==> src/rtl/bus_share_pkg.sv <==
// Types and constants for the two-wire bus sharing block.
// Assumes one processor clock; bus clock is derived from it.
package bus_share_pkg;
   localparam int ADDR_W = 32;
   localparam int NUM_SELECTS = 2;
   localparam int BASE_LSB = 16;
   localparam int BASE_W = ADDR_W - BASE_LSB;
   localparam int WS_W = 4;
   localparam int BEATS_W = 3;
   localparam logic [1:0] SIZE_LONG = 2'h0;
   localparam logic [1:0] SIZE_BYTE = 2'h1;
   localparam logic [1:0] SIZE_WORD = 2'h2;
   localparam logic [1:0] SIZE_LINE = 2'h3;
   localparam logic [BEATS_W-1:0] LINE_BEATS = 3'h4;
   localparam logic [BEATS_W-1:0] SINGLE_BEATS = 3'h1;
   localparam logic [3:0] LANES_ALL = 4'hf;
   localparam logic [3:0] LANES_BYTE0 = 4'h8;
   localparam logic [3:0] LANES_HALF0 = 4'hc;
   localparam logic [3:0] LANES_HALF1 = 4'h3;
   localparam logic [1:0] SYNC_RESET = 2'h0;

   typedef enum logic [1:0] {ARB_RESET, ARB_IMPLICIT, ARB_EXPLICIT, ARB_EXTERNAL} arb_e;
   typedef enum logic [2:0] {CS_IDLE, CS_DECODE, CS_SETUP, CS_BEATS, CS_END, CS_DROP} cs_e;
   typedef enum logic [1:0] {OWN_IDLE, OWN_START, OWN_DATA} own_e;

   typedef struct packed {
      logic [ADDR_W-1:0] addr;
      logic rw;
      logic [1:0] size_code;
      logic [1:0] transfer_type;
      logic [2:0] transfer_modifier;
   } attr_s;

   typedef struct packed {
      logic [BASE_W-1:0] base;
      logic [BASE_W-1:0] mask;
      logic external_master_enable;
      logic auto_ack;
      logic byte_enable_on;
      logic [WS_W-1:0] wait_states;
   } chip_select_control_s;

   typedef chip_select_control_s [NUM_SELECTS-1:0] cs_table_t;

   typedef struct packed {
      logic bus_grant_n;
      logic transfer_start_n;
      logic transfer_in_progress_n;
      logic transfer_ack_n;
      attr_s attr;
   } pins_s;

   localparam pins_s PINS_IDLE = '1;

   typedef struct packed {
      arb_e arb;
      cs_e cs;
      own_e own;
      attr_s cap;
      attr_s attr_out;
      logic ext_cycle;
      logic [NUM_SELECTS-1:0] hit;
      logic drive_ack;
      logic be_on;
      logic line;
      logic zero_ws;
      logic [WS_W-1:0] ws;
      logic [WS_W-1:0] wait_left;
      logic [BEATS_W-1:0] beats_left;
      logic bd_n;
      logic br_n;
      logic bus_oe;
      logic ts_n;
      logic tip_n;
      logic [NUM_SELECTS-1:0] cs_n;
      logic [3:0] be_n;
      logic ta_n;
      logic ta_oe;
      logic done;
   } share_state_s;

   localparam share_state_s SHARE_RESET = '{
      arb: ARB_RESET, cs: CS_IDLE, own: OWN_IDLE, cap: '0, attr_out: '0, ext_cycle: 1'b0,
      hit: '0, drive_ack: 1'b0, be_on: 1'b0, line: 1'b0, zero_ws: 1'b0, ws: '0,
      wait_left: '0, beats_left: '0, bd_n: 1'b1, br_n: 1'b1, bus_oe: 1'b0, ts_n: 1'b1,
      tip_n: 1'b1, cs_n: '1, be_n: 4'hf, ta_n: 1'b1, ta_oe: 1'b0, done: 1'b0};
endpackage

==> src/rtl/two_wire_bus_share.sv <==
// Two-wire bus sharing: arbitration against one external master and
// chip-select, byte-enable and acknowledge service for its accesses.
// Assumes the partner's hold request drives BUS_GRANT_N and
// BUS_DRIVEN_N feeds its hold acknowledge; select table is static.
//
// Contract
// - No own requests or bus-driven under external master; BUS_REQUEST_N still asserts there while a request is pending.
// - Capture address and direction once, then ignore.
// - Select and byte enables assert on falling edge.
// - First acknowledge on rising edge.
// - Beats two to four on consecutive rising edges; the select's wait states, if set, precede each beat.
// - Acknowledge drops, then selects drop on falling edge.
// - Grant wired to hold request, bus-driven to hold acknowledge.
// - Grant and pending request drive bus-driven low.
// - Withdrawn grant waits for cycle completion.
// - Whole burst counts as one bus cycle.
// - Granted with request: assert bus-driven, pulse start.
// - While granted, keep bus-driven and outputs driven.
// - Grant gone at cycle end: negate bus-driven.
// - Granted without request: implicit, bus left undriven.
// - Request during implicit mastership starts access at once.
// - On release, negate bus-driven and float outputs.
// - Transfer may start the cycle after grant.
// - Selects use their own ack, enable, wait settings.
// - Release after last transfer on rising edge.
`timescale 1ns/1ns
`default_nettype none
module two_wire_bus_share (
   input wire logic MCLK,
   input wire logic RST_B,
   input wire logic BUS_GRANT_N,
   input wire logic TRANSFER_START_N_IN,
   input wire logic TRANSFER_IN_PROGRESS_N_IN,
   input wire logic TRANSFER_ACK_N_IN,
   input wire bus_share_pkg::attr_s ATTR_IN,
   input wire bus_share_pkg::cs_table_t CS_TABLE,
   input wire logic REQ_VALID,
   input wire bus_share_pkg::attr_s REQ_ATTR,
   output logic REQ_DONE,
   output logic BUS_CLOCK_OUT,
   output logic BUS_DRIVEN_N,
   output logic BUS_REQUEST_N,
   output logic BUS_OE,
   output logic TRANSFER_START_N_OUT,
   output logic TRANSFER_IN_PROGRESS_N_OUT,
   output bus_share_pkg::attr_s ATTR_OUT,
   output logic [bus_share_pkg::NUM_SELECTS-1:0] CHIP_SELECT_N,
   output logic [3:0] BYTE_ENABLE_N,
   output logic TRANSFER_ACK_N_OUT,
   output logic TRANSFER_ACK_OE
);
   import bus_share_pkg::*;

   logic rst_n;
   logic rise_en;
   logic fall_en;
   logic grant;
   logic want;
   logic launch;
   logic beat;
   pins_s p;
   pins_s pins_raw;
   logic [NUM_SELECTS-1:0] raw_hit;
   logic [NUM_SELECTS-1:0] sel;
   chip_select_control_s sel_cfg;
   share_state_s s;
   share_state_s n;

   ////////////////////////////////////////////////////////////////////
   // Clocking and input synchronisation

   assign pins_raw = '{bus_grant_n: BUS_GRANT_N, transfer_start_n: TRANSFER_START_N_IN,
                       transfer_in_progress_n: TRANSFER_IN_PROGRESS_N_IN,
                       transfer_ack_n: TRANSFER_ACK_N_IN, attr: ATTR_IN};

   pin_sync u_sync (
      .clk(MCLK),
      .rst_raw_n(RST_B),
      .pins_in(pins_raw),
      .rst_n(rst_n),
      .pins(p)
   );

   bus_clock_div u_div (
      .clk(MCLK),
      .rst_n(rst_n),
      .bclk(BUS_CLOCK_OUT),
      .rise_en(rise_en),
      .fall_en(fall_en)
   );

   // Grant low means the partner has dropped its hold request
   assign grant = !p.bus_grant_n;
   assign want = REQ_VALID && !s.done;

   ////////////////////////////////////////////////////////////////////
   // Address decode against the select table

   genvar g;
   generate
      for (g = 0; g < NUM_SELECTS; g++) begin : g_dec
         assign raw_hit[g] = (((s.cap.addr[ADDR_W-1:BASE_LSB] ^ CS_TABLE[g].base)
                              & ~CS_TABLE[g].mask) == '0)
                             && (CS_TABLE[g].external_master_enable || !s.ext_cycle);
      end
   endgenerate

   // Lowest numbered select wins an overlap
   always_comb begin
      sel = '0;
      sel_cfg = '0;
      for (int i = NUM_SELECTS - 1; i >= 0; i--) begin
         if (raw_hit[i]) begin
            sel = '0;
            sel[i] = 1'b1;
            sel_cfg = CS_TABLE[i];
         end
      end
   end

   function automatic logic [3:0] lanes(input logic [1:0] size, input logic [1:0] off);
      unique case (size)
         SIZE_BYTE: lanes = LANES_BYTE0 >> off;
         SIZE_WORD: lanes = off[1] ? LANES_HALF1 : LANES_HALF0;
         SIZE_LONG, SIZE_LINE: lanes = LANES_ALL;
      endcase
   endfunction

   ////////////////////////////////////////////////////////////////////
   // Next state

   always_comb begin
      n = s;
      n.done = 1'b0;
      launch = 1'b0;
      beat = 1'b0;
      if (rise_en) begin
         // Request is asserted while one is pending, no own cycle runs and no start is launched
         n.br_n = !(want && s.own == OWN_IDLE);
         unique case (s.arb)
            ARB_RESET: begin
               n.arb = grant ? ARB_IMPLICIT : ARB_EXTERNAL;
            end
            ARB_IMPLICIT: begin
               if (!grant) begin
                  n.arb = ARB_EXTERNAL;
               end else if (want) begin
                  launch = 1'b1;
               end
            end
            ARB_EXPLICIT: begin
               if (!grant && s.own == OWN_IDLE) begin
                  n.arb = ARB_EXTERNAL;
                  n.bd_n = 1'b1;
                  n.bus_oe = 1'b0;
                  n.ts_n = 1'b1;
                  n.tip_n = 1'b1;
               end else if (grant && s.own == OWN_IDLE && want) begin
                  launch = 1'b1;
               end
            end
            ARB_EXTERNAL: begin
               if (grant && s.cs == CS_IDLE) begin
                  // Partner may only grant once off the bus
                  n.arb = ARB_IMPLICIT;
                  launch = want;
               end
            end
         endcase

         if (s.own == OWN_START) begin
            n.ts_n = 1'b1;
            n.own = OWN_DATA;
         end

         unique case (s.cs)
            CS_IDLE: begin
               if (s.arb == ARB_EXTERNAL && !p.transfer_start_n && !p.transfer_in_progress_n) begin
                  n.cap = p.attr;
                  n.ext_cycle = 1'b1;
                  n.cs = CS_DECODE;
               end
            end
            CS_DECODE: begin
               n.hit = sel;
               n.drive_ack = |sel && sel_cfg.auto_ack;
               n.be_on = |sel && sel_cfg.byte_enable_on;
               n.ws = sel_cfg.wait_states;
               n.wait_left = sel_cfg.wait_states;
               n.zero_ws = sel_cfg.wait_states == '0;
               n.line = s.cap.size_code == SIZE_LINE;
               n.beats_left = (s.cap.size_code == SIZE_LINE) ? LINE_BEATS : SINGLE_BEATS;
               n.cs = CS_SETUP;
            end
            CS_SETUP, CS_DROP: begin
            end
            CS_BEATS: begin
               if (s.drive_ack) begin
                  n.ta_oe = 1'b1;
                  if (s.wait_left != '0) begin
                     n.wait_left = s.wait_left - 4'h1;
                     n.ta_n = 1'b1;
                  end else begin
                     n.ta_n = 1'b0;
                     n.wait_left = s.ws;
                     beat = 1'b1;
                  end
               end else begin
                  beat = !p.transfer_ack_n;
               end
               if (beat) begin
                  n.beats_left = s.beats_left - 3'h1;
                  if (s.beats_left == SINGLE_BEATS) begin
                     n.cs = CS_END;
                  end
               end else if (s.ext_cycle && p.transfer_in_progress_n) begin
                  // Master gave up without acknowledge from anyone
                  n.cs = CS_END;
               end
            end
            CS_END: begin
               n.ta_n = 1'b1;
               n.cs = CS_DROP;
               if (!s.ext_cycle) begin
                  n.tip_n = 1'b1;
               end
            end
         endcase

         if (launch) begin
            n.arb = ARB_EXPLICIT;
            n.bd_n = 1'b0;
            n.bus_oe = 1'b1;
            n.ts_n = 1'b0;
            n.tip_n = 1'b0;
            n.br_n = 1'b1;
            n.attr_out = REQ_ATTR;
            n.own = OWN_START;
            n.cap = REQ_ATTR;
            n.ext_cycle = 1'b0;
            n.cs = CS_DECODE;
         end
      end

      if (fall_en) begin
         if (s.cs == CS_SETUP) begin
            n.cs_n = ~s.hit;
            n.be_n = s.be_on ? ~lanes(s.cap.size_code, s.cap.addr[1:0]) : LANES_ALL;
            n.cs = CS_BEATS;
         end
         if (s.cs == CS_DROP) begin
            n.cs_n = '1;
            n.be_n = LANES_ALL;
            n.ta_oe = 1'b0;
            n.cs = CS_IDLE;
            if (s.own == OWN_DATA) begin
               n.own = OWN_IDLE;
               n.done = 1'b1;
            end
         end
      end
   end

   always_ff @(posedge MCLK or negedge rst_n) begin
      if (!rst_n) begin
         s <= SHARE_RESET;
      end else begin
         s <= n;
      end
   end

   ////////////////////////////////////////////////////////////////////
   // Outputs

   assign REQ_DONE = s.done;
   assign BUS_DRIVEN_N = s.bd_n;
   assign BUS_REQUEST_N = s.br_n;
   assign BUS_OE = s.bus_oe;
   assign TRANSFER_START_N_OUT = s.ts_n;
   assign TRANSFER_IN_PROGRESS_N_OUT = s.tip_n;
   assign ATTR_OUT = s.attr_out;
   assign CHIP_SELECT_N = s.cs_n;
   assign BYTE_ENABLE_N = s.be_n;
   assign TRANSFER_ACK_N_OUT = s.ta_n;
   assign TRANSFER_ACK_OE = s.ta_oe;
endmodule
`default_nettype wire

==> src/rtl/bus_clock_div.sv <==
// Bus clock divider: bus clock is the processor clock halved.
// Assumes a synchronised active-low reset on the same clock.
`timescale 1ns/1ns
`default_nettype none
module bus_clock_div (
   input wire logic clk,
   input wire logic rst_n,
   output logic bclk,
   output logic rise_en,
   output logic fall_en
);
   import bus_share_pkg::*;

   typedef struct packed {
      logic bclk;
   } div_state_s;

   div_state_s s;
   div_state_s n;

   always_comb begin
      n = s;
      n.bclk = !s.bclk;
   end

   always_ff @(posedge clk or negedge rst_n) begin
      if (!rst_n) begin
         s <= '0;
      end else begin
         s <= n;
      end
   end

   // Enables mark the processor edge on which the bus clock rises or falls
   assign bclk = s.bclk;
   assign rise_en = !s.bclk;
   assign fall_en = s.bclk;
endmodule
`default_nettype wire

==> src/rtl/pin_sync.sv <==
// Reset release and two-flop synchronisers for all pin inputs.
// Assumes raw pins are asynchronous to the processor clock.
`timescale 1ns/1ns
`default_nettype none
module pin_sync (
   input wire logic clk,
   input wire logic rst_raw_n,
   input wire bus_share_pkg::pins_s pins_in,
   output logic rst_n,
   output bus_share_pkg::pins_s pins
);
   import bus_share_pkg::*;

   typedef struct packed {
      logic [1:0] rst;
      pins_s first;
      pins_s second;
   } sync_state_s;

   sync_state_s s;
   sync_state_s n;

   always_comb begin
      n = s;
      n.rst = {s.rst[0], 1'b1};
      n.first = pins_in;
      n.second = s.first;
   end

   always_ff @(posedge clk or negedge rst_raw_n) begin
      if (!rst_raw_n) begin
         s <= '{rst: SYNC_RESET, first: PINS_IDLE, second: PINS_IDLE};
      end else begin
         s <= n;
      end
   end

   assign rst_n = s.rst[1];
   assign pins = s.second;
endmodule
`default_nettype wire

==> config.mk <==
export PLATFORM = sky130hd
export DESIGN_NAME = two_wire_bus_share
export DESIGN_NICKNAME = d
export VERILOG_FILES = /design/src/rtl/bus_share_pkg.sv /design/src/rtl/two_wire_bus_share.sv /design/src/rtl/bus_clock_div.sv /design/src/rtl/pin_sync.sv
export SDC_FILE = /design/constraint.sdc
export NUM_CORES = 1
export LEC_CHECK = 0
export BUFFER_PORTS_ARGS = -buffer_cell sky130_fd_sc_hd__buf_2
export CELL_PAD_IN_SITES_DETAIL_PLACEMENT = 1
export CELL_PAD_IN_SITES_GLOBAL_PLACEMENT = 2
export CORE_AREA = 2 2 161 163
export CTS_CLUSTER_DIAMETER = 30
export CTS_CLUSTER_SIZE = 40
export DETAILED_ROUTE_END_ITERATION = 16
export DIE_AREA = 0 0 163 165
export PLACE_DENSITY_LB_ADDON = 0.1
export SLEW_MARGIN = 20
export SYNTH_ARGS = -nofsm -noshare
export SYNTH_HDL_FRONTEND = slang
export SYNTH_SLANG_ARGS = --single-unit
==> constraint.sdc <==
create_clock -name MCLK -period 3.05 [get_ports MCLK]
set_clock_uncertainty 0.15 [all_clocks]
set_input_delay 0.7625 -clock MCLK [delete_from_list [all_inputs] [get_ports MCLK]]
set_output_delay 0.7625 -clock MCLK [all_outputs]
set_load 0.01 [all_outputs]
==> results of run 1 <==
[worst max-delay path, delay by kind of cell, from the launching register on]
kind / cells / cell delay (ns)
AOI/OAI and AO/OA: 2 / 0.37
xor gates and xnor gates: 1 / 0.26
buffers and inverters: 1 / 0.24
DFF: 1 / 0.43
muxes: 1 / 0.33
and+or+nand+nor: 2 / 0.87
[sequential cells by signal, indices dropped and copies added, names as in the netlist, 2 cells and up]
name	flops
CHIP_SELECT_N	2
u_sync.n	25
BYTE_ENABLE_N	4
u_sync.pins	24
ATTR_OUT	40
s	43
[layer usage]
metal	GRT usage (%)	up-vias	part of all wire [%]
met2	28.8	115	51
met3	4.92	18	5.4
met4	5.11	2	1.7
met1	19.4	2640	42
met5	0	-	0.061
li1	-	2566	-
[path summary, 6_finish.rpt]
path                                   start          endpoint  cells after the start
worst max register to register        s[109]             s[17]                      7
min in group asynchronous              RST_B      u_sync.rst_n                      1
worst max-delay path                  s[109]             s[17]                      7
worst min-delay path            u_sync.n[28]   u_sync.pins[28]                      0
worst min register to register  u_sync.n[28]   u_sync.pins[28]                      0
max in group asynchronous       u_sync.rst_n  BYTE_ENABLE_N[3]                      1
[where the power goes]
group / total (µW) / leakage [µW] / switching (µW) / internal [µW]
logic: 2780 / 0.00200 / 1610 / 1170
registers: 3130 / 0.00171 / 522 / 2600
clock network: 2160 / 0.000291 / 984 / 1180
[cells by family (layout without fill, tap and decap cells)]
family          Yosys count  in the layout  share of synthesized area (%)
compound gates          117            117                           11.1
xor+xnor                 32             32                           4.17
fa+ha+maj                11             11                           2.05
buf+inv                  87            263                           7.91
flops                   148            148                           56.2
mux                       6              6                          0.931
other cells               1              4                         0.0558
simple gates            282            282                           17.6
[layout make-up]
class,count,area share (%)
Antenna cell,3,0.0887
Clock buffer,17,5.03
Clock inverter,15,2.19
Inverter,17,0.754
Multi-Input combinational cell,449,28.7
Sequential cell,148,44.7
Tap cell,330,4.88
Timing Repair Buffer,214,13.7
[through the flow]
step           instance area, µm²  TNS, ns  instances  worst slack (ns)
6_report                     8460        0       1193             0.357
5_1_grt                      8450        0       1190            0.0660
4_1_cts                      8450        0       1190             0.296
3_5_place_dp                 7840   -0.704       1158            -0.112
3_3_place_gp                 7840        0       1158           0.00965
2_1_floorplan                6720        0        684             0.655
[cells in the final DEF, fill, tap and decap left out, drive strengths merged, types with 2 or more instances in the layout]
master | Yosys | layout
a21oi | 22 | 22
a2bb2oi | 2 | 2
a31oi | 21 | 21
a32oi | 2 | 2
a41oi | 3 | 3
and3 | 3 | 3
buf | 57 | 214
clkbuf | 13 | 17
clkinv | 0 | 4
clkinvlp | 0 | 2
dfrtp | 89 | 89
dfstp | 59 | 59
diode | 0 | 3
ha | 11 | 11
inv | 17 | 25
mux2 | 2 | 2
mux2i | 4 | 4
nand2 | 191 | 191
nand2b | 4 | 4
nand3 | 6 | 6
nand3b | 3 | 3
nand4 | 4 | 4
nor2 | 50 | 50
nor3 | 7 | 7
nor3b | 5 | 5
nor4 | 4 | 4
o211ai | 2 | 2
o21a | 3 | 3
o21ai | 30 | 30
o21bai | 3 | 3
o22ai | 17 | 17
o311ai | 2 | 2
o31ai | 2 | 2
or2 | 2 | 2
xnor2 | 32 | 32
==> flow_metrics.env, run 1 <==
export IMPL_initial_core_util_pct=26.9
export IMPL_die_x_um=163
export IMPL_synth_top_area_cell="dfrtp_1"
export IMPL_cts_tree="done"
export IMPL_worstSetupEndpointType="flop"
export IMPL_htree_num_levels=4
export IMPL_post_route_period_util_pct=88.3
export IMPL_rows=58
export IMPL_path_max_fanout=6
export IMPL_clock_path_buffers=2
export IMPL_post_cts_buffers=0
export IMPL_slowest_stage="nor4_1"
export IMPL_period_minus_slack_ns=2.69
export IMPL_yosysWarnings=0
export IMPL_p_leak_uw=0.00400
export IMPL_setup_viol=0
export IMPL_antenna_found_initial=4
export IMPL_r2r_setup_slack_ns=0.36
export IMPL_layout_drive_gt1_share_pct=37.1
export IMPL_grt_pass1_vias=5899
export IMPL_tightest_slew_ns=0.830
export IMPL_drv_slew=0
export IMPL_clock_latency_ns=0.43
export IMPL_clkSinkCount=148
export IMPL_async_flop_share_pct=100
export IMPL_core_area_um2=25000
export IMPL_dieArea_um2=26900
export IMPL_critPathLaunchType="flop"
export IMPL_ys_seq_elements=148
export IMPL_area_growth_pct=25.8
export IMPL_rsz0062_at_grt="false"
export IMPL_drt_total_wl_um=21100
export IMPL_synth_top_area_share_pct=33.1
export IMPL_fin_nets=1023
export IMPL_io_pins=220
export IMPL_gp_congestion=0.779
export IMPL_fillCellCount=2924
export IMPL_total_power_uw=8060
export IMPL_drt_iter0_markers=220
export IMPL_worstPathArrival_ns=2.92
export IMPL_cts_made_buffers=17
export IMPL_fmax_ghz=0.371
export IMPL_ys_types=52
export IMPL_crit_path_max_incr_delay_ns=0.66
export IMPL_synth_edf_count=0
export IMPL_holdWs_ns=0.206
export IMPL_yosys_cell_count_top_type="nand2_1"
export IMPL_multi_input_area_um2=2420
export IMPL_globalRouteOverflowTotal=0
export IMPL_powerDensity_nw_per_um2=953
export IMPL_slew_headroom_pct=44.7
export IMPL_path_class="reg2reg"
export IMPL_portBuffers=199
export IMPL_synth_cells=684
export IMPL_hold_class="reg2reg"
export IMPL_synth_main_ff_cell="dfrtp_1"
export IMPL_drtPass1Iterations=6
export IMPL_crit_chain="xnor2_1, o22ai_1, nor4_1, buf_4, nand3_1, mux2i_1, o221a_2"
export IMPL_synth_fp_nets=860
export IMPL_vias_per_cell=4.48
export IMPL_critPathRequiredTime_ns=3.27
export IMPL_ys_seq_area_share_pct=56.2
export IMPL_finalHoldViolations=0
export IMPL_regArea_um2=3780
export IMPL_syn_area_per_cell_um2=9.83
export IMPL_syn_area_um2=6720
export IMPL_grt_pass1_wl_um=33200
export IMPL_grt_max_degree=60
export IMPL_cts_clk_slew_worst_paths_ns=0.07
export IMPL_vias=5341
export IMPL_cts_resized=0
export IMPL_wl_per_cell_um=17.7
export IMPL_die_y_um=165
export IMPL_cts_hold_buf=0
export IMPL_drcViolationCount=0
export IMPL_final_util_pct=33.8
export IMPL_synth_area_top_cells="dfrtp_1 (33%), dfstp_2 (23%), nand2_1 (11%)"
export IMPL_grt_util_all_layers_pct=16.4
export IMPL_dp_final_hpwl_um=16000
export IMPL_max_vdd_ir_drop_uv=340
export IMPL_cts_root_buf="clkbuf_16"
export IMPL_synth_top_cells_by_count="nand2_1 (191), dfrtp_1 (89), dfstp_2 (59), nor2_1 (49), buf_4 (46)"
export IMPL_drv_cap=0
export IMPL_outcome="finished clean"
export IMPL_antenna_left=0
Note: power is estimated with default switching activity, not from simulation.
==> run 2: changes to the inputs <==
Settings changed: CORE_AREA 2 2 161 163 to 2 2 164 166, DIE_AREA 0 0 163 165 to 0 0 166 168, PLACE_DENSITY set to 0.8, PLACE_DENSITY_LB_ADDON 0.1 to unset, SYNTH_HIERARCHICAL set to 1.
==> run 2 against run 1 <==
Sequential share of layout area up 0.21 points. Clock power about the same. Critical path type unchanged. Final cell count down 0.42%. Final area down 0.47%. Hold slack worse by 0.11 ns. Die area up 3.7%. Routed wire length down 6.6%.
==> flow_metrics.env, run 2 <==
export IMPL_outcome="finished clean"
export IMPL_portBuffers=199
export IMPL_fin_cells=1188
export IMPL_clkSinkCount=148
export IMPL_hold_class="reg2async"
export IMPL_p_sw_uw=2910
export IMPL_vias=5221
export IMPL_cts_root_buf="clkbuf_16"
export IMPL_p_int_uw=5000
export IMPL_cts_tree="done"
export IMPL_gp_congestion=0.795
export IMPL_drt_iter0_markers=184
export IMPL_swShare_pct=36.8
export IMPL_io_pins=220
export IMPL_yosysWarnings=6
export IMPL_powerDensity_nw_per_um2=939
export IMPL_die_y_um=168
export IMPL_clockPowerShare_pct=27.2
export IMPL_cts_clk_slew_worst_paths_ns=0.07
export IMPL_holdWs_ns=0.0977
export IMPL_wl_per_cell_um=16.6
export IMPL_core_area_um2=26400
export IMPL_drt_total_wl_um=19800
export IMPL_initial_core_util_pct=25.3
export IMPL_clock_latency_ns=0.42
export IMPL_area_growth_pct=26.1
export IMPL_cts_hold_buf=0
export IMPL_worstSetupEndpointType="flop"
export IMPL_rsz0062_at_grt="false"
export IMPL_post_route_period_util_pct=86.2
export IMPL_fin_setup_tns_ns=0
export IMPL_path_class="reg2reg"
export IMPL_max_vdd_ir_drop_uv=293
export IMPL_dpl_cell_area_um2=7810
export IMPL_worstPathArrival_ns=2.74
export IMPL_grt_pass1_wl_um=31000
export IMPL_final_cell_mix="buf_2 (199), nand2_1 (174), dfrtp_1 (88), dfstp_2 (59), o21ai_0 (42)"
export IMPL_period_minus_slack_ns=2.63
export IMPL_dieArea_um2=27900
export IMPL_largest_reg_flops=43
export IMPL_grt_max_degree=74
export IMPL_layout_drive_gt1_share_pct=37.2
export IMPL_path_max_fanout=40
export IMPL_post_place_cells=1154
export IMPL_drcViolationCount=0
export IMPL_rows=60
export IMPL_clock_path_buffers=2
export IMPL_dp_final_hpwl_um=14800
export IMPL_seqPwrFrac_pct=39.3
export IMPL_cts_resized=0
export IMPL_globalRouteOverflowTotal=0
export IMPL_post_cts_buffers=0
export IMPL_htree_num_levels=4
export IMPL_syn_area_per_cell_um2=10.0
export IMPL_p_leak_uw=0.00414
export IMPL_die_x_um=166
export IMPL_total_power_uw=7910
export IMPL_critPathLaunchType="flop"
export IMPL_drv_slew=0
export IMPL_max_flop_register="s"
export IMPL_drv_cap=0
export IMPL_vias_per_cell=4.39
export IMPL_syn_area_um2=6680
export IMPL_cts_made_buffers=17
export IMPL_synth_fp_nets=843
export IMPL_drtPass1Iterations=4
export IMPL_tightest_slew_ns=0.916
export IMPL_grt_pass1_vias=5606
export IMPL_fin_nets=1008
export IMPL_antenna_left=0
export IMPL_slew_headroom_pct=38.8
export IMPL_fin_area_um2=8420
export IMPL_grt_util_all_layers_pct=14.5
export IMPL_layout_commonest_cell="buf_2"
export IMPL_combPwrFrac_pct=33.5
export IMPL_finalHoldViolations=0
export IMPL_antenna_found_initial=2
export IMPL_synth_cells=667
export IMPL_critPathRequiredTime_ns=3.16
export IMPL_fmax_ghz=0.380
export IMPL_setup_viol=0
run 2: final timing paths:
path	endpoint	slack (ns)	cells after the start	startpoint
worst max-delay path	s[109]	0.42	6	s[118]
worst min-delay path	s[103]	0.1	0	u_sync/rst_n
worst max register to register	s[109]	0.42	6	s[118]
worst min register to register	s[103]	0.1	0	u_sync/rst_n
max in group asynchronous	TRANSFER_ACK_N_OUT	1.85	1	u_sync/rst_n
min in group MCLK	u_sync/pins[8]	0.20	0	u_sync/n[8]
run 2: critical path, cell delays in order (launching register included):
cell and delay (ns):
dfrtp_1 0.42, ha_1 0.25, nor4b_2 0.19, o31ai_4 0.38, nor2_4 0.08, nor2b_4 0.72
o21ai_0 0.23
run 2: metal layers:
metal / part of all wire, % / vias up / GRT usage (%)
met5: 0 / - / 0
met4: 2.7 / 0 / 5.63
met3: 4.8 / 28 / 3.90
met2: 50 / 148 / 25.0
met1: 43 / 2540 / 17.2
li1: - / 2505 / -
run 2: through the flow:
stage | worst slack (ns) | utilization [%]
after floorplan | 0.921 | -
after global placement | 0.228 | 29.7
after detailed placement | 0.203 | 29.7
after CTS | 0.390 | 31.9
after global routing | 0.196 | 31.9
final | 0.422 | 32.0
run 2: cell type report:
type,instances,area [µm²]
repair buffers,213,1140
inverters,21,78.8
fillers,3066,17900
clock buffers,19,453
well taps,341,427
clock inverters,13,148
multi-input cells,431,2390
flip-flops and latches,148,3780
diodes,2,5.00
run 2: power by group through the flow:
stage	registers, µW	logic, µW	clock network, µW
2_1_floorplan	3010	2080	0
3_3_place_gp	3130	2620	0
3_5_place_dp	3140	2690	0
4_1_cts	3120	2700	2220
5_1_grt	3200	2990	2300
6_report	3110	2650	2150
